===== src/common/gyro_regs_pkg.sv =====
// register map constants for the banked rate-sensor register file
// assumes a serial front end on the same clock that turns frames into byte accesses
// Function
// - X rate high/low bytes at 0x23/0x24
// - Z rate high/low bytes at 0x25/0x26
// - temperature high/low bytes at 0x29/0x2A
// - write to 0x3F clears parity, reads zero
// - queue samples read repeatedly through 0x3E
// - 0x3C reports available queue samples, resets zero
// - bank 0 holds configuration, bank 1 has no storage and reads zero
// - bank selector at 0x21 maps user bank
// - common bank 0x20-0x3F always reachable
package gyro_regs_pkg;

  // ----------------------------------------
  // common bank offsets
  // ----------------------------------------
  localparam logic [5:0] OFS_COMMON_BASE = 6'h20;
  localparam logic [5:0] OFS_DEVICE_IDENTITY = 6'h20;
  localparam logic [5:0] OFS_BANK_SELECTOR = 6'h21;
  localparam logic [5:0] OFS_SYSTEM_STATE = 6'h22;
  localparam logic [5:0] OFS_RATE_X_HIGH = 6'h23;
  localparam logic [5:0] OFS_RATE_X_LOW = 6'h24;
  localparam logic [5:0] OFS_RATE_Z_HIGH = 6'h25;
  localparam logic [5:0] OFS_RATE_Z_LOW = 6'h26;
  localparam logic [5:0] OFS_THERMAL_HIGH = 6'h29;
  localparam logic [5:0] OFS_THERMAL_LOW = 6'h2A;
  localparam logic [5:0] OFS_HIGHPASS_CLEAR = 6'h3B;
  localparam logic [5:0] OFS_QUEUE_COUNT = 6'h3C;
  localparam logic [5:0] OFS_QUEUE_FLAGS = 6'h3D;
  localparam logic [5:0] OFS_QUEUE_PORT = 6'h3E;
  localparam logic [5:0] OFS_PARITY_CLEAR = 6'h3F;

  // ----------------------------------------
  // user bank 0 configuration slots
  // ----------------------------------------
  localparam int CFG_COUNT = 10;
  localparam int CFG_POWER = 0;
  localparam int CFG_SENSE_LP = 1;
  localparam int CFG_SENSE_RATE = 2;
  localparam int CFG_SENSE_HP = 3;
  localparam int CFG_SAMPLE_READY = 4;
  localparam int CFG_PIN_IO = 5;
  localparam int CFG_TWO_WIRE = 6;
  localparam int CFG_INTERFACE_OTP_SETUP = 7;
  localparam int CFG_QUEUE_TH = 8;
  localparam int CFG_QUEUE_MODE = 9;
  localparam logic [5:0] CFG_OFS [CFG_COUNT] = '{6'h00, 6'h01, 6'h02, 6'h03, 6'h13,
                                                6'h14, 6'h15, 6'h16, 6'h17, 6'h18};
  localparam logic [7:0] CFG_RST [CFG_COUNT] = '{8'h07, 8'h28, 8'h23, 8'h00, 8'h01,
                                                8'h00, 8'h04, 8'h00, 8'h00, 8'h00};

  // ----------------------------------------
  // fields and reset values
  // ----------------------------------------
  localparam int BANK_SEL_BIT = 0;
  localparam int QUEUE_ENABLE_BIT = 7;
  localparam int SYS_READY_BIT = 0;
  localparam int SYS_PARITY_BIT = 1;
  localparam int QF_EMPTY_BIT = 0;
  localparam int QF_FULL_BIT = 1;
  localparam int QF_THRESH_BIT = 2;
  localparam int QF_OVERRUN_BIT = 3;
  localparam logic [7:0] BANK_SELECTOR_RST = 8'h00;
  localparam logic [7:0] HIGHPASS_CLEAR_RST = 8'h00;
  localparam logic [15:0] SAMPLE_RST = 16'h0000;
  localparam int QUEUE_DEPTH = 16;
  localparam int QUEUE_WIDTH = 16;

  // slot lookup: bit 4 is hit, bits 3:0 the slot index
  function automatic logic [4:0] cfg_lookup(input logic [5:0] addr);
    logic [4:0] res;
    res = 5'h00;
    for (int i = 0; i < CFG_COUNT; i++) begin
      if (addr == CFG_OFS[i]) begin
        res = {1'b1, 4'(i)};
      end
    end
    return res;
  endfunction : cfg_lookup

endpackage : gyro_regs_pkg


===== src/common/sample_stream_if.sv =====
// word stream between the register map and its sample queue
// assumes both ends run on the same clock
interface sample_stream_if #(parameter int unsigned WIDTH = 16, parameter int unsigned DEPTH = 16);
  logic [WIDTH-1:0] wr_data;
  logic wr_valid;
  logic wr_ready;
  logic [WIDTH-1:0] rd_data;
  logic rd_valid;
  logic rd_ready;
  logic [$clog2(DEPTH+1)-1:0] count;
  modport producer (output wr_data, wr_valid, rd_ready, input wr_ready, rd_data, rd_valid, count);
  modport store (input wr_data, wr_valid, rd_ready, output wr_ready, rd_data, rd_valid, count);
endinterface : sample_stream_if


===== src/core/sample_fifo.sv =====
// first-word-fall-through sample queue in flip-flops
// assumes an asynchronous active-low reset already released cleanly
module sample_fifo #(
  parameter int unsigned WIDTH = 16,
  parameter int unsigned DEPTH = 16
) (
  // clock and reset
  input wire logic clk_in,
  input wire logic rst_n_in,
  // stream
  sample_stream_if.store q
);
  localparam int unsigned PW = $clog2(DEPTH);
  localparam int unsigned CW = $clog2(DEPTH+1);

  logic [WIDTH-1:0] mem_q [DEPTH];
  logic [PW-1:0] wr_ptr_q;
  logic [PW-1:0] rd_ptr_q;
  logic [CW-1:0] count_q;
  logic push;
  logic pop;

  function automatic logic [PW-1:0] next_ptr(input logic [PW-1:0] p);
    return (p == PW'(DEPTH-1)) ? '0 : PW'(p + 1'b1);
  endfunction : next_ptr

  // handshakes; full and empty follow the occupancy count
  assign q.wr_ready = (count_q != CW'(DEPTH));
  assign q.rd_valid = (count_q != '0);
  assign q.rd_data = mem_q[rd_ptr_q];
  assign q.count = count_q;
  assign push = q.wr_valid & q.wr_ready;
  assign pop = q.rd_valid & q.rd_ready;

  // storage carries data only, so no reset is spent on it
  always_ff @(posedge clk_in) begin
    if (push) begin
      mem_q[wr_ptr_q] <= q.wr_data;
    end
  end

  // pointers and count
  always_ff @(posedge clk_in or negedge rst_n_in) begin
    if (!rst_n_in) begin
      wr_ptr_q <= '0;
      rd_ptr_q <= '0;
      count_q <= '0;
    end else begin
      if (push) wr_ptr_q <= next_ptr(wr_ptr_q);
      if (pop) rd_ptr_q <= next_ptr(rd_ptr_q);
      if (push && !pop) count_q <= CW'(count_q + 1'b1);
      else if (pop && !push) count_q <= CW'(count_q - 1'b1);
    end
  end
endmodule : sample_fifo


===== src/core/gyro_banked_register_map.sv =====
// banked register file of the dual-axis rate sensor with its sample queue
// assumes the serial decoder and sensing core run on mclk_in and give one-cycle strobes
module gyro_banked_register_map #(
  parameter int unsigned QUEUE_DEPTH = gyro_regs_pkg::QUEUE_DEPTH,
  parameter logic [7:0] IDENTITY_CODE = 8'h5A // arbitrary value
) (
  // clock and reset
  input wire logic mclk_in,
  input wire logic rst_n_in,
  // register port from the serial decoder
  input wire logic [5:0] reg_addr_in,
  input wire logic reg_wr_in,
  input wire logic reg_rd_in,
  input wire logic [7:0] reg_wdata_in,
  output logic [7:0] reg_rdata_out,
  output logic reg_rvalid_out,
  // results from the sensing core
  input wire logic [15:0] rate_x_in,
  input wire logic [15:0] rate_z_in,
  input wire logic [15:0] thermal_in,
  input wire logic sample_valid_in,
  input wire logic parity_error_in,
  // configuration toward the core
  output logic [7:0] power_mode_setup_out,
  output logic [7:0] sense_lowpass_ois_setup_out,
  output logic [7:0] sense_output_rate_setup_out,
  output logic [7:0] sense_highpass_setup_out,
  output logic [7:0] sample_ready_setup_out,
  output logic [7:0] pin_io_setup_out,
  output logic [7:0] two_wire_setup_out,
  output logic [7:0] interface_otp_setup_out,
  output logic [7:0] queue_threshold_out,
  output logic [7:0] queue_mode_setup_out,
  output logic highpass_clear_out
);
  localparam int unsigned CW = $clog2(QUEUE_DEPTH+1);

  // ----------------------------------------
  // reset release
  // ----------------------------------------
  logic [1:0] rst_sync_q;
  logic rst_n;

  // release is synchronised so no flop leaves reset on a different edge
  always_ff @(posedge mclk_in or negedge rst_n_in) begin
    if (!rst_n_in) rst_sync_q <= 2'h0;
    else rst_sync_q <= {rst_sync_q[0], 1'b1};
  end
  assign rst_n = rst_sync_q[1];

  // ----------------------------------------
  // state
  // ----------------------------------------
  logic [7:0] cfg_q [gyro_regs_pkg::CFG_COUNT];
  logic [7:0] bank_q;
  logic [7:0] hp_q;
  logic hp_pulse_q;
  logic [15:0] rate_x_q;
  logic [15:0] rate_z_q;
  logic [15:0] thermal_q;
  logic ready_q;
  logic ready_d;
  logic parity_q;
  logic parity_d;
  logic overrun_q;
  logic overrun_d;
  logic [1:0] pend_q;
  logic [1:0] pend_d;
  logic byte_lo_q;
  logic [7:0] rdata_q;
  logic rvalid_q;

  // queue instance
  sample_stream_if #(.WIDTH(gyro_regs_pkg::QUEUE_WIDTH), .DEPTH(QUEUE_DEPTH)) qbus ();
  sample_fifo #(.WIDTH(gyro_regs_pkg::QUEUE_WIDTH), .DEPTH(QUEUE_DEPTH)) u_queue (
    .clk_in(mclk_in),
    .rst_n_in(rst_n),
    .q(qbus)
  );

  // ----------------------------------------
  // address decode
  // ----------------------------------------
  logic user_area;
  logic bank1_sel;
  logic [4:0] cfg_look;
  logic cfg_hit;
  logic [3:0] cfg_idx;
  logic cfg_wr;
  logic wr_bank;
  logic wr_hp;
  logic wr_parity;
  logic rd_state;
  logic rd_qflags;
  logic rd_qport;
  logic pop;

  // user area below the common base; bank 1 has no storage here
  assign user_area = (reg_addr_in < gyro_regs_pkg::OFS_COMMON_BASE);
  assign bank1_sel = bank_q[gyro_regs_pkg::BANK_SEL_BIT];
  assign cfg_look = gyro_regs_pkg::cfg_lookup(reg_addr_in);
  assign cfg_hit = cfg_look[4];
  assign cfg_idx = cfg_look[3:0];
  assign cfg_wr = reg_wr_in & user_area & !bank1_sel & cfg_hit;
  assign wr_bank = reg_wr_in & (reg_addr_in == gyro_regs_pkg::OFS_BANK_SELECTOR);
  assign wr_hp = reg_wr_in & (reg_addr_in == gyro_regs_pkg::OFS_HIGHPASS_CLEAR);
  assign wr_parity = reg_wr_in & (reg_addr_in == gyro_regs_pkg::OFS_PARITY_CLEAR);
  assign rd_state = reg_rd_in & (reg_addr_in == gyro_regs_pkg::OFS_SYSTEM_STATE);
  assign rd_qflags = reg_rd_in & (reg_addr_in == gyro_regs_pkg::OFS_QUEUE_FLAGS);
  assign rd_qport = reg_rd_in & (reg_addr_in == gyro_regs_pkg::OFS_QUEUE_PORT);
  // a word leaves the queue only once its low byte has gone out
  assign pop = rd_qport & byte_lo_q & qbus.rd_valid;
  assign qbus.rd_ready = pop;

  // ----------------------------------------
  // queue filling
  // ----------------------------------------
  logic queue_en;
  logic new_set;
  logic lost_set;
  logic push;

  // each sample set becomes an X word then a Z word
  assign queue_en = cfg_q[gyro_regs_pkg::CFG_QUEUE_MODE][gyro_regs_pkg::QUEUE_ENABLE_BIT];
  assign new_set = sample_valid_in & queue_en;
  // a full queue stalls the sequencer; a set arriving while stalled is dropped
  assign lost_set = new_set & (|pend_q);
  assign qbus.wr_valid = |pend_q;
  assign qbus.wr_data = pend_q[0] ? rate_x_q : rate_z_q;
  assign push = qbus.wr_valid & qbus.wr_ready;
  assign pend_d = (new_set && pend_q == 2'h0) ? 2'h3 :
                  !push ? pend_q :
                  pend_q[0] ? {pend_q[1], 1'b0} : 2'h0;

  // sticky flags: the hardware set beats a clear in the same cycle
  assign ready_d = sample_valid_in | (ready_q & !rd_state);
  assign parity_d = parity_error_in | (parity_q & !wr_parity);
  assign overrun_d = lost_set | (overrun_q & !rd_qflags);

  // ----------------------------------------
  // read selection
  // ----------------------------------------
  logic [7:0] x_hi_w;
  logic [7:0] x_lo_w;
  logic [7:0] z_hi_w;
  logic [7:0] z_lo_w;
  logic [7:0] t_hi_w;
  logic [7:0] t_lo_w;
  logic [7:0] count_w;
  logic thresh_hit;
  logic [7:0] sys_w;
  logic [7:0] qflags_w;
  logic [7:0] qport_w;
  logic [7:0] user_rd;
  logic [7:0] common_rd;
  logic [7:0] rd_sel;

  // result bytes
  assign x_hi_w = rate_x_q[15:8];
  assign x_lo_w = rate_x_q[7:0];
  assign z_hi_w = rate_z_q[15:8];
  assign z_lo_w = rate_z_q[7:0];
  assign t_hi_w = thermal_q[15:8];
  assign t_lo_w = thermal_q[7:0];
  assign count_w = 8'(qbus.count);

  // status words
  assign thresh_hit = (cfg_q[gyro_regs_pkg::CFG_QUEUE_TH] != 8'h00) &&
                      (count_w >= cfg_q[gyro_regs_pkg::CFG_QUEUE_TH]);
  assign sys_w = ({7'h00, ready_q} << gyro_regs_pkg::SYS_READY_BIT) |
                 ({7'h00, parity_q} << gyro_regs_pkg::SYS_PARITY_BIT);
  assign qflags_w = ({7'h00, !qbus.rd_valid} << gyro_regs_pkg::QF_EMPTY_BIT) |
                    ({7'h00, !qbus.wr_ready} << gyro_regs_pkg::QF_FULL_BIT) |
                    ({7'h00, thresh_hit} << gyro_regs_pkg::QF_THRESH_BIT) |
                    ({7'h00, overrun_q} << gyro_regs_pkg::QF_OVERRUN_BIT);
  // empty queue reads as zero; high byte first, then low byte
  assign qport_w = !qbus.rd_valid ? 8'h00 : byte_lo_q ? qbus.rd_data[7:0] : qbus.rd_data[15:8];

  // user bank view: bank 1 and unlisted slots read zero
  assign user_rd = (bank1_sel || !cfg_hit) ? 8'h00 : cfg_q[cfg_idx];
  // common bank view; parity clear and gaps fall through to zero
  assign common_rd =
    (reg_addr_in == gyro_regs_pkg::OFS_DEVICE_IDENTITY) ? IDENTITY_CODE :
    (reg_addr_in == gyro_regs_pkg::OFS_BANK_SELECTOR) ? bank_q :
    (reg_addr_in == gyro_regs_pkg::OFS_SYSTEM_STATE) ? sys_w :
    (reg_addr_in == gyro_regs_pkg::OFS_RATE_X_HIGH) ? x_hi_w :
    (reg_addr_in == gyro_regs_pkg::OFS_RATE_X_LOW) ? x_lo_w :
    (reg_addr_in == gyro_regs_pkg::OFS_RATE_Z_HIGH) ? z_hi_w :
    (reg_addr_in == gyro_regs_pkg::OFS_RATE_Z_LOW) ? z_lo_w :
    (reg_addr_in == gyro_regs_pkg::OFS_THERMAL_HIGH) ? t_hi_w :
    (reg_addr_in == gyro_regs_pkg::OFS_THERMAL_LOW) ? t_lo_w :
    (reg_addr_in == gyro_regs_pkg::OFS_HIGHPASS_CLEAR) ? hp_q :
    (reg_addr_in == gyro_regs_pkg::OFS_QUEUE_COUNT) ? count_w :
    (reg_addr_in == gyro_regs_pkg::OFS_QUEUE_FLAGS) ? qflags_w :
    (reg_addr_in == gyro_regs_pkg::OFS_QUEUE_PORT) ? qport_w :
    8'h00;
  assign rd_sel = user_area ? user_rd : common_rd;

  // ----------------------------------------
  // registers
  // ----------------------------------------
  // bank 0 configuration; writes elsewhere in the user area are dropped
  always_ff @(posedge mclk_in or negedge rst_n) begin
    if (!rst_n) begin
      for (int i = 0; i < gyro_regs_pkg::CFG_COUNT; i++) cfg_q[i] <= gyro_regs_pkg::CFG_RST[i];
    end else if (cfg_wr) begin
      cfg_q[cfg_idx] <= reg_wdata_in;
    end
  end

  // common bank writable locations
  always_ff @(posedge mclk_in or negedge rst_n) begin
    if (!rst_n) begin
      bank_q <= gyro_regs_pkg::BANK_SELECTOR_RST;
      hp_q <= gyro_regs_pkg::HIGHPASS_CLEAR_RST;
      hp_pulse_q <= 1'b0;
    end else begin
      if (wr_bank) bank_q <= reg_wdata_in;
      if (wr_hp) hp_q <= reg_wdata_in;
      hp_pulse_q <= wr_hp;
    end
  end

  // result capture; all three results are replaced together on each sample_valid_in, with no hold between high and low byte reads
  always_ff @(posedge mclk_in or negedge rst_n) begin
    if (!rst_n) begin
      rate_x_q <= gyro_regs_pkg::SAMPLE_RST;
      rate_z_q <= gyro_regs_pkg::SAMPLE_RST;
      thermal_q <= gyro_regs_pkg::SAMPLE_RST;
    end else if (sample_valid_in) begin
      rate_x_q <= rate_x_in;
      rate_z_q <= rate_z_in;
      thermal_q <= thermal_in;
    end
  end

  // flags, sequencer and burst byte phase
  always_ff @(posedge mclk_in or negedge rst_n) begin
    if (!rst_n) begin
      ready_q <= 1'b0;
      parity_q <= 1'b0;
      overrun_q <= 1'b0;
      pend_q <= 2'h0;
      byte_lo_q <= 1'b0;
    end else begin
      ready_q <= ready_d;
      parity_q <= parity_d;
      overrun_q <= overrun_d;
      pend_q <= pend_d;
      if (rd_qport && qbus.rd_valid) byte_lo_q <= !byte_lo_q;
    end
  end

  // read answer one cycle after the strobe
  always_ff @(posedge mclk_in or negedge rst_n) begin
    if (!rst_n) begin
      rdata_q <= 8'h00;
      rvalid_q <= 1'b0;
    end else begin
      rvalid_q <= reg_rd_in;
      if (reg_rd_in) rdata_q <= rd_sel;
    end
  end

  // ----------------------------------------
  // outputs
  // ----------------------------------------
  assign reg_rdata_out = rdata_q;
  assign reg_rvalid_out = rvalid_q;
  assign highpass_clear_out = hp_pulse_q;
  assign power_mode_setup_out = cfg_q[gyro_regs_pkg::CFG_POWER];
  assign sense_lowpass_ois_setup_out = cfg_q[gyro_regs_pkg::CFG_SENSE_LP];
  assign sense_output_rate_setup_out = cfg_q[gyro_regs_pkg::CFG_SENSE_RATE];
  assign sense_highpass_setup_out = cfg_q[gyro_regs_pkg::CFG_SENSE_HP];
  assign sample_ready_setup_out = cfg_q[gyro_regs_pkg::CFG_SAMPLE_READY];
  assign pin_io_setup_out = cfg_q[gyro_regs_pkg::CFG_PIN_IO];
  assign two_wire_setup_out = cfg_q[gyro_regs_pkg::CFG_TWO_WIRE];
  assign interface_otp_setup_out = cfg_q[gyro_regs_pkg::CFG_INTERFACE_OTP_SETUP];
  assign queue_threshold_out = cfg_q[gyro_regs_pkg::CFG_QUEUE_TH];
  assign queue_mode_setup_out = cfg_q[gyro_regs_pkg::CFG_QUEUE_MODE];
endmodule : gyro_banked_register_map


===== config.mk =====
export PLATFORM = sky130hd
export DESIGN_NAME = gyro_banked_register_map
export DESIGN_NICKNAME = d
export VERILOG_FILES = /design/src/common/gyro_regs_pkg.sv /design/src/common/sample_stream_if.sv /design/src/core/sample_fifo.sv /design/src/core/gyro_banked_register_map.sv
export SDC_FILE = /design/constraint.sdc
export NUM_CORES = 1
export LEC_CHECK = 0
export BUFFER_PORTS_ARGS = -buffer_cell sky130_fd_sc_hd__buf_2
export CORE_ASPECT_RATIO = 1.25
export CORE_MARGIN = 3
export CORE_UTILIZATION = 40
export DETAILED_ROUTE_END_ITERATION = 16
export SKIP_CTS_REPAIR_TIMING = 1
export SLEW_MARGIN = 15
export SYNTH_ARGS = -nofsm -noshare
export SYNTH_HDL_FRONTEND = slang
export SYNTH_SLANG_ARGS = --single-unit
export TNS_END_PERCENT = 50

===== constraint.sdc =====
create_clock -name mclk_in -period 6.2 [get_ports mclk_in]
set_clock_uncertainty 0.15 [all_clocks]
set_input_delay 0.62 -clock mclk_in [delete_from_list [all_inputs] [get_ports mclk_in]]
set_output_delay 0.62 -clock mclk_in [all_outputs]
set_load 0.01 [all_outputs]

# == Word level (Yosys, flattened, before mapping) ==
# Memory sizes are Yosys's and may differ from the RTL's.
# Cells that the tools add are included.
# totals
ramBits,256
inputBits,68
out_inout_bits,90
mem_count,1
regBits,175
# memory_table
memory,depth,word_bits,rd,rd_clocked_by_memory_dff,wr,line_no,rtl
u_queue.mem_q,16,16,1,0,1,sample_fifo.sv:16,logic [WIDTH-1:0] mem_q [DEPTH];
# classes
bitwise,26
n_eq_ne,27
reduce_logical,25
addsub,4
order_cmp,4
mux,43
# op_table
cell,n
$mux W8,20
$eq A6 B6 Y1 const B,14
$bwmux W80,1
$mux W5,12
$eq A6 B5 Y1 const B,6
$bmux W8 S4,1
$demux W8 S4,1
$and A1 B1 Y1,18
$mux W16,1
$eq A6 B2 Y1 const B,2
$logic_not A1 Y1,10
$add A4 B1 Y4 const B,2
$eq A4 B4 Y1 const B,2
$ge A5 B8 Y1,1
$mux W4,2
$reduce_bool A8 Y1,1
$eq A6 B1 Y1 const B,1
$logic_and A1 B1 Y1,6
$logic_not A6 Y1,1
$lt A6 B6 Y1 const B,1
$mux W2,3
$add A5 B1 Y5 const B,1
$ge A5 B5 Y1 const B,1
$lt A5 B1 Y1 const B,1
other kinds (15),20

# == Logic depth before layout (Yosys ltp) ==
# Gate-level depths: netlist of run 1.
# depth
ltp_word,18
depth_mapped,16

# == Hierarchy ==
# A second synthesis of run 1 with hierarchy kept.
# unflattened
cells_unflattened,1215
hier_area_um2,18771.8
# by_module_without_submodules
mod,seq_area_each_um2,instances,cells_per_inst,area_per_inst_um2
sample_fifo,8012.7,1,494,10490.1
gyro_banked_register_map,4066.4,1,721,8281.7

# == Worst setup path after synthesis of run 1 ==
# OpenSTA, ideal clock, no wires.
# synth_path
kind,input to register
start,in reg_addr_in[3]
end,"reg u_queue.count_q[4], in the netlist u_queue.q.count[4]"
setup_slack_ps,2872
t_arrival_ps,3056
setup_ps,123
cell_stages,16
t_required_ps,5927
path_buffers,3
path_cell_list,buf_2 > buf_2 > and4_1 > buf_2 > o211a_2 > nand2_1 > nor2_2 > inv_1 > ha_1 > inv_1 > ha_1 > a21o_1 > a21oi_1 > xnor2_1 > nor2_1 > xnor2_1
# synth_via
elab_chain_len,8
# synth_lines
item,line_no,rtl
start: declaration,gyro_banked_register_map.sv:11,"input wire logic [5:0] reg_addr_in,"
$eq A6 B6 Y1 *,gyro_banked_register_map.sv:110,assign rd_qport = reg_rd_in & (reg_addr_in == gyro_regs_pkg::OFS_QUEUE_PORT);
$and A1 B1 Y1 *,gyro_banked_register_map.sv:110,
$and A1 B1 Y1 * (2 in a row),gyro_banked_register_map.sv:112,assign pop = rd_qport & byte_lo_q & qbus.rd_valid;
$and A1 B1 Y1 *,sample_fifo.sv:33,assign pop = q.rd_valid & q.rd_ready;
$logic_not A1 Y1,sample_fifo.sv:51,if (push && !pop) count_q <= CW'(count_q + 1'b1);
$logic_and A1 B1 Y1,sample_fifo.sv:51,
$mux W5 / $reduce_bool A2 Y1 (equally long branches),n/a,
end signal: assignment,sample_fifo.sv:51,
end signal: assignment,sample_fifo.sv:52,else if (pop && !push) count_q <= CW'(count_q - 1'b1);
end: declaration,sample_fifo.sv:19,logic [CW-1:0] count_q;
# Every way passes the cells marked *; elsewhere a longest branch is shown, timed or not.
# A chain may end at the register's enable or synchronous reset.

# == Worst setup path in the final report of run 1 ==
# layout_path
start,reg pend_q[0]
end,"mem u_queue.mem_q[11][2], enable pin"
# layout_via
elab_chain_len,4
# layout_lines
item,line_no,rtl
start: declaration,gyro_banked_register_map.sv:67,logic [1:0] pend_q;
start signal: assignment,gyro_banked_register_map.sv:249,pend_q <= pend_d;
$reduce_or A2 Y1,gyro_banked_register_map.sv:128,assign qbus.wr_valid = |pend_q;
$and A1 B1 Y1,n/a,
via push,gyro_banked_register_map.sv:121,logic push;
$mux W1,sample_fifo.sv:37,if (push) begin
$mux W1 (implied by the code),sample_fifo.sv:38,mem_q[wr_ptr_q] <= q.wr_data;
end: declaration,sample_fifo.sv:16,
# The timed path passes the listed nets, and every way through them passes these cells.

==> results of run 1 <==
-- worst max path at each step --
| stage | from | endpoint | slack (ns) |
|---|---|---|---|
| global route | pend_q[0] | u_queue.mem_q[11][2] | 2.31 |
| finish | pend_q[0] | u_queue.mem_q[11][2] | 2.55 |
| floorplan | rst_sync_q[1] | bank_q[0] | 0.83 |
| CTS | pend_q[0] | u_queue.mem_q[10][10] | 2.54 |
| detailed placement | reg_addr_in[1] | u_queue.q.count[4] | 2.02 |
| global placement | reg_addr_in[1] | u_queue.q.count[4] | 2.13 |
-- synthesized netlist by cell type (4+ instances only) --
library cell	count
edfxtp_1	256
dfrtp_1	165
mux2_2	130
nand2_1	72
nor2_1	53
mux4_2	52
o21ai_0	38
clkbuf_1	37
mux2i_1	30
a21oi_1	27
buf_2	24
mux2_1	24
inv_1	21
nand3_1	21
a22oi_1	19
nor3_1	18
a221oi_1	15
ha_1	14
nand2b_1	11
nor2b_1	11
dfstp_2	10
o22ai_1	10
nand4_1	9
o221ai_1	9
a31oi_1	8
buf_4	8
mux2_4	8
o31ai_1	8
xnor2_1	8
a21o_1	7
buf_6	7
o22a_1	6
a211oi_1	5
and2_1	5
o211ai_1	5
a311oi_1	4
a32oi_1	4
buf_1	4
o211a_1	4
o2bb2ai_1	4
-- power groups by stage --
stage | Combinational (W) | Clock [W] | Sequential, W
2_1_floorplan | 0.000512 | 0 | 0.00338
6_report | 0.000755 | 0.00268 | 0.00339
4_1_cts | 0.000761 | 0.00274 | 0.00339
3_3_place_gp | 0.000740 | 0 | 0.00345
5_1_grt | 0.000829 | 0.00286 | 0.00341
3_5_place_dp | 0.000757 | 0 | 0.00345
-- worst max-delay path, stage by stage (launching register included) --
cell and delay, ns:
dfrtp_1 0.92, nor2_1 0.16, nor2_1 0.67, nand2_1 0.33
nor2_1 0.75, buf_4 0.36
-- state kept, by name, summed over array words and instances, names as in the netlist, 16 cells and up --
signal / count
rate_z_q: 16
thermal_q: 16
rate_x_q: 16
u_queue.mem_q: 256
-- kinds of logic (layout without fill, tap and decap cells) --
family	Yosys count	in the layout	share of synthesized area, %
adders and majority gates	15	15	1.03
and+or+nand+nor	235	235	6.36
xor gates and xnor gates	10	10	0.461
muxes	244	244	17.5
AOI/OAI and AO/OA	214	214	8.43
other	1	2	0.0197
DFF	431	431	63.6
buffers and inverters	102	293	2.61
-- cell usage in the layout, fill, tap and decap left out, types with 24 or more instances in the layout --
cell / count
a21oi_1: 27
buf_2: 157
buf_4: 29
clkbuf_16: 46
dfrtp_1: 162
edfxtp_1: 256
mux2_1: 24
mux2_2: 130
mux2i_1: 30
mux4_2: 52
nand2_1: 72
nor2_1: 48
o21ai_0: 37
-- layout make-up --
| type | count | share of cell area, % |
|---|---|---|
| antenna | 1 | 0.0114 |
| multi-input combinational | 719 | 29.5 |
| timing repair buffer | 187 | 4.63 |
| clock buffer | 62 | 5.81 |
| sequential | 431 | 55.2 |
| inverter | 22 | 0.377 |
| tap | 630 | 3.60 |
| clock inverter | 22 | 0.863 |
-- per-stage QoR --
step,std cells,setup slack [ns],util (%)
floorplan,1252,0.830,-
global placement,1988,2.13,43.9
detailed placement,1988,2.02,43.9
CTS,2072,2.54,47.0
global route,2073,2.31,47.0
finish,2074,2.55,47.0
-- per-layer routing --
metal  GRT usage, %  vias to the layer above
li1               -                     5202
met1           25.8                     6177
met2           37.6                      438
met3           3.21                      119
met4           9.40                        0
met5              0                        -
==> results.ini, run 1 <==
[outcome]
outcome=completed

[cells_and_area]
fill_cells=4110
finalInstanceArea_sq_um=21900
num-nets-final=1489
layout.area.seq_sq_um=12100
area_delta_synth_final_pct=15.3
drive_gt1_share_pct=34.2
multi_input_area_sq_um=6460

[synthesis]
synth_area_leaders=edfxtp_1, dfrtp_1, mux2_2
ys_seq_area_share_pct=63.6
async_flop_share_pct=40.6
ys.flop_type=edfxtp_1
synth_top_area_cell=edfxtp_1
ys_ff_latch=431
synth_area_sq_um=19000
synth_cells=1252
yosysWarnings=0
yosysUniqueCellTypes=95
synth_edf_count=256
synth_fp_nets=1335
yosysTopAreaCellShare_pct=40.5
syn_area_per_cell_sq_um=15.2

[timing]
setup_viol=0
min_period_over_period_pct=58.8
hold_slack_ns=0.0670
setup_tns_ns=0
relSlewSlack_pct=23.3
fin_crit_ns=3.65
worst_pin_slew_ns=1.14
slew_viol_final=0
rsz0062_at_grt=false
fmax_mhz=274
hold_viol=0

[setup_path]
worstPathMaxFanout=20
worst-endpoint-required_ns=6.32
r2r_cells=5
reg2reg_to=u_queue.mem_q[11][2]
critPathKind=reg -> reg
worst_setup_path_end_kind=flip-flop
worstReg2RegStart=pend_q[0]
rrSetupSlack_ns=2.55
worst_setup_path_start_kind=flip-flop
arrival_ns=3.77

[clock_tree]
cts_tree=yes
clk_path_buf_depth=3
cts-buffers-inserted=45
cts-htree-levels=2
clk_pin_slew_ns=0.06
cts_sinks=431
clk_latency_ns=0.58
clockRootBuffer=clkbuf_16

[global_route]
grt_max_degree=67
grt_pass1_vias=12106
groute.usage.overall_pct=21.2
grt_overflow_total=0
grt_pass1_wl_mm=80.7
antenna_found_initial=0

[min_path]
hp-class=in -> reg
worstHoldStart=parity_error_in
hold_end=parity_q
min_path_cells=2

[detailed_routing]
ant_nets=0
dr_wl_met2_mm=27.8
wl_per_cell_um=25.9
routed_wl_mm=53.8
vias=11936
highest_layer=met4
drt_iter0_drc=867
wl_met3_mm=2.82
viasPerCell=5.76
drc=0
drt_pre_antenna_iters=5
wl_met1_mm=20.8

[floorplanning]
core_area_sq_um=46600
die-area_sq_um=50200
rows=88
die_width_um=201
die_h_um=250
io_pins=158
start_util_pct=40.8

[placement]
place.gp.congestion=0.917
io_buffer_count=157
dp_hpwl_mm=37.1
place_area_sq_um=20400

[power]
power.density_nw_per_um2=312
p_sw_w=0.00176
power_frac_clock_pct=39.2
p_sw_share_pct=25.8
power.leakage_nw=8.37
finalPower_w=0.00682
pwr-share-seq_pct=49.7
pwr-share-comb_pct=11.1
peakVddDrop_uv=162
p_int_w=0.00506

[run]
cap_violations=0

No activity file was read; power rests on OpenSTA's default activity.
==> inputs of run 2 (changes only) <==
==> constraint.sdc (replaced) <==
create_clock -name mclk_in -period 3.25 [get_ports mclk_in]
set_clock_uncertainty 0.15 [all_clocks]
set_input_delay 0.325 -clock mclk_in [delete_from_list [all_inputs] [get_ports mclk_in]]
set_output_delay 0.325 -clock mclk_in [all_outputs]
set_load 0.01 [all_outputs]
==> run 2 against run 1 <==
Sequential share of layout area decreased by 2.2 points; critical path depth increased by 8; routed wire length increased by 0.84%; combinational power increased by 120%; first-iteration DRC count increased by 16%; non-clock buffer count increased by 97; global-route usage about the same; flip-flop and latch count unchanged; critical endpoint is now u_queue.q.count[4].
==> results.ini, run 2 (synthesis gave the netlist of run 1 again) <==
[outcome]
outcome=completed

[clock_tree]
clk_path_buf_depth=3
cts-buffers-inserted=44
cts-htree-levels=2
cts_tree=yes
clk_latency_ns=0.58
clockRootBuffer=clkbuf_16
cts_sinks=431
clk_pin_slew_ns=0.06

[cells_and_area]
area_delta_synth_final_pct=19.9
largest_reg_flops=256
multi_input_area_sq_um=6490
mostFrequentLayoutCell=edfxtp_1
antenna_cells=0
layout_common_cells=edfxtp_1, dfrtp_1, buf_2
final_util_pct=48.9
fill_cells=3976
top_register=u_queue.mem_q
layout.area.seq_sq_um=12100
num-nets-final=1585
drive_gt1_share_pct=34.7

[floorplanning]
die-area_sq_um=50200
die_width_um=201
start_util_pct=40.8
die_h_um=250
rows=88
io_pins=158
core_area_sq_um=46600

[timing]
fmax_mhz=327
relSlewSlack_pct=44.6
min_period_over_period_pct=94.1
hold_viol=0
setup_tns_ns=0
slew_viol_final=0
worst_pin_slew_ns=0.831
setup_viol=0
rsz0062_at_grt=false
fin_crit_ns=3.06

[setup_path]
worst-endpoint-required_ns=3.54
worstReg2RegStart=u_queue.q.count[0]
reg2reg_to=u_queue.q.count[4]
r2r_cells=13
critPathMaxStageDelay_ns=0.55
arrival_ns=3.35
cp_cell_sequence=or4_4 -> o211a_2 -> nand2_1 -> nor2_2 -> inv_1 -> ha_1 -> inv_1 -> fa_1 -> a21o_1 -> a21oi_2 -> xnor2_1 -> nor2_1 -> xnor2_1
critPathKind=reg -> reg
worst_setup_path_end_kind=flip-flop
worstPathBufferInverterCount=2
crit_path_start=u_queue.q.count[0]
rrSetupSlack_ns=0.19
slowest_stage=or4_4
worst_setup_path_start_kind=flip-flop
cp_top_family=simple AND/OR/NAND/NOR gates
worstPathMaxFanout=4

[placement]
dp_hpwl_mm=38.0
io_buffer_count=157
place.gp.congestion=0.934

[global_route]
antenna_found_initial=2
grt_pass1_vias=12409
grt_pass1_wl_mm=81.2
grt_overflow_total=0
groute.usage.overall_pct=21.2
grt_max_degree=67

[power]
peakVddDrop_uv=371
power.density_nw_per_um2=574
power.leakage_nw=8.80

[detailed_routing]
drt_iter0_drc=1003
wl_per_cell_um=25.0
vias=12228
viasPerCell=5.64
routed_wl_mm=54.3
drt_pre_antenna_iters=5
drc=0
ant_nets=0

[min_path]
worstHoldStart=reg_wr_in
hold_end=parity_q
min_path_cells=3
hp-class=in -> reg

[run]
cap_violations=0

==> run 2: cell types whose count changed in the layout (fill, tap and decap cells not counted), moves of 3 or more <==
cell	before	now
clkinv_2	13	10
clkbuf_1	10	14
nor2_2	7	2
nor2_4	0	4
buf_4	29	73
dlygate4sd3_1	1	52
==> run 2: worst max path at each step <==
stage | endpoint | slack [ns] | cells past startpoint
after floorplan | u_queue.q.count[4] | 0.08 | 13
after global placement | u_queue.q.count[4] | 0.14 | 13
after detailed placement | u_queue.q.count[4] | 0.13 | 13
after CTS | u_queue.q.count[4] | 0.11 | 13
after global routing | u_queue.q.count[4] | 0.01 | 13
final | u_queue.q.count[4] | 0.19 | 13
==> run 2: final cells by class <==
cell class | count | area share [%]
clock buffer | 63 | 5.36
clock inverter | 18 | 0.983
inverter | 22 | 0.362
multi-input combinational | 719 | 28.5
sequential | 431 | 53.1
tap | 630 | 3.46
timing repair buffer | 284 | 8.31
==> run 2: metrics by stage <==
step	setup WS [ns]	hold slack (ns)	instance area (sq um)	total power (W)	cells
2_1_floorplan	0.0792	-0.121	19000	0.00743	1252
3_3_place_gp	0.139	-0.0340	20800	0.00804	2034
5_1_grt	0.0127	0.0336	22800	0.0136	2167
3_5_place_dp	0.129	-0.0348	20800	0.00807	2034
4_1_cts	0.113	-0.647	22300	0.0131	2115
6_report	0.193	0.0305	22800	0.0131	2167
==> run 2: power breakdown <==
group	internal, W	leakage (nW)	switching [W]
Clock	0.00289	0.709	0.00215
Combinational	0.000736	3.57	0.000909
Sequential	0.00613	4.52	0.000257
==> run 2: per-layer routing <==
metal / wire length, um / vias to the layer above / track usage (%)
li1: - / 5376 / -
met1: 21300 / 6301 / 26.5
met2: 27800 / 442 / 37.0
met3: 2830 / 109 / 2.95
met4: 2300 / 0 / 8.84
met5: 0 / - / 0
==> run 2: worst min-delay path, cell delays in order <==
cell     delay [ns]
buf_2          0.18
nand3_1        0.10
a21o_1         0.11
==> inputs of run 3 (changes only) <==
--- a/config.mk
+++ b/config.mk
@@ -5,7 +5,7 @@
 export SDC_FILE = /design/constraint.sdc
 export NUM_CORES = 1
 export LEC_CHECK = 0
-export BUFFER_PORTS_ARGS = -buffer_cell sky130_fd_sc_hd__buf_2
+export BUFFER_PORTS_ARGS = -buffer_cell sky130_fd_sc_hd__buf_4
 export CORE_ASPECT_RATIO = 1.25
 export CORE_MARGIN = 3
 export CORE_UTILIZATION = 40
==> run 3 against run 2 <==
Utilization grew 1.0 points; worst hold slack worse by 0.025 ns; sequential share of layout area decreased by 1.1 points; critical path depth did not move; first-iteration DRC count shrank 4.0%; critical endpoint unchanged.
==> results.ini, run 3 (synthesis gave the netlist of run 1 again) <==
[cells_and_area]
top_register=u_queue.mem_q
mostFrequentLayoutCell=edfxtp_1
largest_reg_flops=256
num-nets-final=1588
layout_common_cells=edfxtp_1, buf_4, dfrtp_1
drive_gt1_share_pct=34.8
area_delta_synth_final_pct=22.5

[min_path]
worstHoldStart=reg_wdata_in[7]
min_path_cells=2
hp-class=in -> reg
hold_end=two_wire_setup_out[7]

[clock_tree]
clk_latency_ns=0.56
cts-buffers-inserted=44
clk_path_buf_depth=3
cts-htree-levels=2
clk_pin_slew_ns=0.06
clockRootBuffer=clkbuf_16
cts_tree=yes
cts_sinks=431

[detailed_routing]
drt_iter0_drc=963
wl_per_cell_um=25.4
drc=0
drt_pre_antenna_iters=5
dr_wl_met2_mm=28.6
wl_met1_mm=20.9
routed_wl_mm=55.1
highest_layer=met4
ant_nets=0
viasPerCell=5.66
wl_met3_mm=3.11
vias=12290

[timing]
relSlewSlack_pct=24.3
setup_viol=0
rsz0062_at_grt=false
slew_viol_final=0
setup_tns_ns=0
min_period_over_period_pct=95.0
fin_crit_ns=3.09
fin_ws_ns=0.162
worst_pin_slew_ns=1.13
hold_viol=0
fmax_mhz=324

[placement]
place_ws_ns=0.119
io_buffer_count=157
dp_hpwl_mm=38.6
place.gp.congestion=0.898

[power]
power.density_nw_per_um2=574
power.leakage_nw=8.92
peakVddDrop_uv=416

[setup_path]
rrSetupSlack_ns=0.16
worst_setup_path_end_kind=flip-flop
critPathKind=reg -> reg
r2r_cells=13
reg2reg_to=u_queue.q.count[4]
worstPathMaxFanout=4
worst_setup_path_start_kind=flip-flop
worst-endpoint-required_ns=3.54
worstReg2RegStart=u_queue.q.count[0]
crit_path_start=u_queue.q.count[0]
arrival_ns=3.37

[floorplanning]
die_width_um=201
rows=88
core_area_sq_um=46600
die_h_um=250
io_pins=158
die-area_sq_um=50200
start_util_pct=40.8

[global_route]
antenna_found_initial=0
grt_pass1_vias=12620
grt_max_degree=53
grt_overflow_total=0
groute.usage.overall_pct=21.5
grt_pass1_wl_mm=82.3

[outcome]
outcome=completed

[run]
cap_violations=0

run 3: changes by cell type in the layout (fill, tap and decap cells not counted), moves of 3 or more:
cell and change:
clkinv_2 +3, bufinv_16 +3, dlygate4sd3_1 +3, clkinvlp_4 +3, buf_2 -157, buf_12 +3, clkbuf_1 -11, nor2_1 +4
buf_4 +154, nor2_4 -4
run 3: layout make-up:
type,count,area [sq um]
Fill cell,3937,23300
Clock inverter,28,308
Antenna cell,1,2.50
Sequential cell,431,12100
Multi-Input combinational cell,719,6440
Clock buffer,53,1190
Timing Repair Buffer,287,2350
Inverter,22,82.6
Tap cell,630,788
run 3: per-stage QoR:
step	util (%)	area (sq um)	total power [W]	hold WS, ns	std cells
after floorplan	-	19000	0.00743	-0.121	1252
after global placement	45.5	21200	0.00811	-0.0432	2034
after detailed placement	45.5	21200	0.00816	-0.0410	2034
after CTS	48.8	22700	0.0134	-0.634	2115
after global routing	49.9	23300	0.0138	0.0124	2170
final	49.9	23300	0.0133	0.00537	2171
run 3: critical path: stages, from the launching register on:
cell	delay, ns
dfrtp_1	0.37
or4_1	0.57
o211a_2	0.29
nand2_1	0.12
nor2_2	0.05
inv_1	0.07
ha_1	0.18
inv_1	0.11
fa_2	0.37
a21o_1	0.18
a21oi_1	0.17
xnor2_1	0.14
nor2_1	0.07
xnor2_1	0.12
run 3: where the power goes:
part	leakage [nW]	internal (W)	total (W)	switching, W
registers	4.52	0.00613	0.00639	0.000260
clock network	0.743	0.00310	0.00525	0.00214
logic	3.65	0.000798	0.00171	0.000910
run 3: per-layer routing:
metal | up-vias | GRT usage, %
li1 | 5394 | -
met2 | 478 | 37.9
met3 | 128 | 3.14
met4 | 0 | 9.12
met1 | 6290 | 26.3
met5 | - | 0
run 3: how the worst max path moves through the flow:
stage	cells after the start	slack, ns	end
floorplan	13	0.08	u_queue.q.count[4]
global placement	13	0.16	u_queue.q.count[4]
detailed placement	13	0.12	u_queue.q.count[4]
CTS	13	0.11	u_queue.q.count[4]
global route	13	0.004	u_queue.q.count[4]
finish	13	0.16	u_queue.q.count[4]
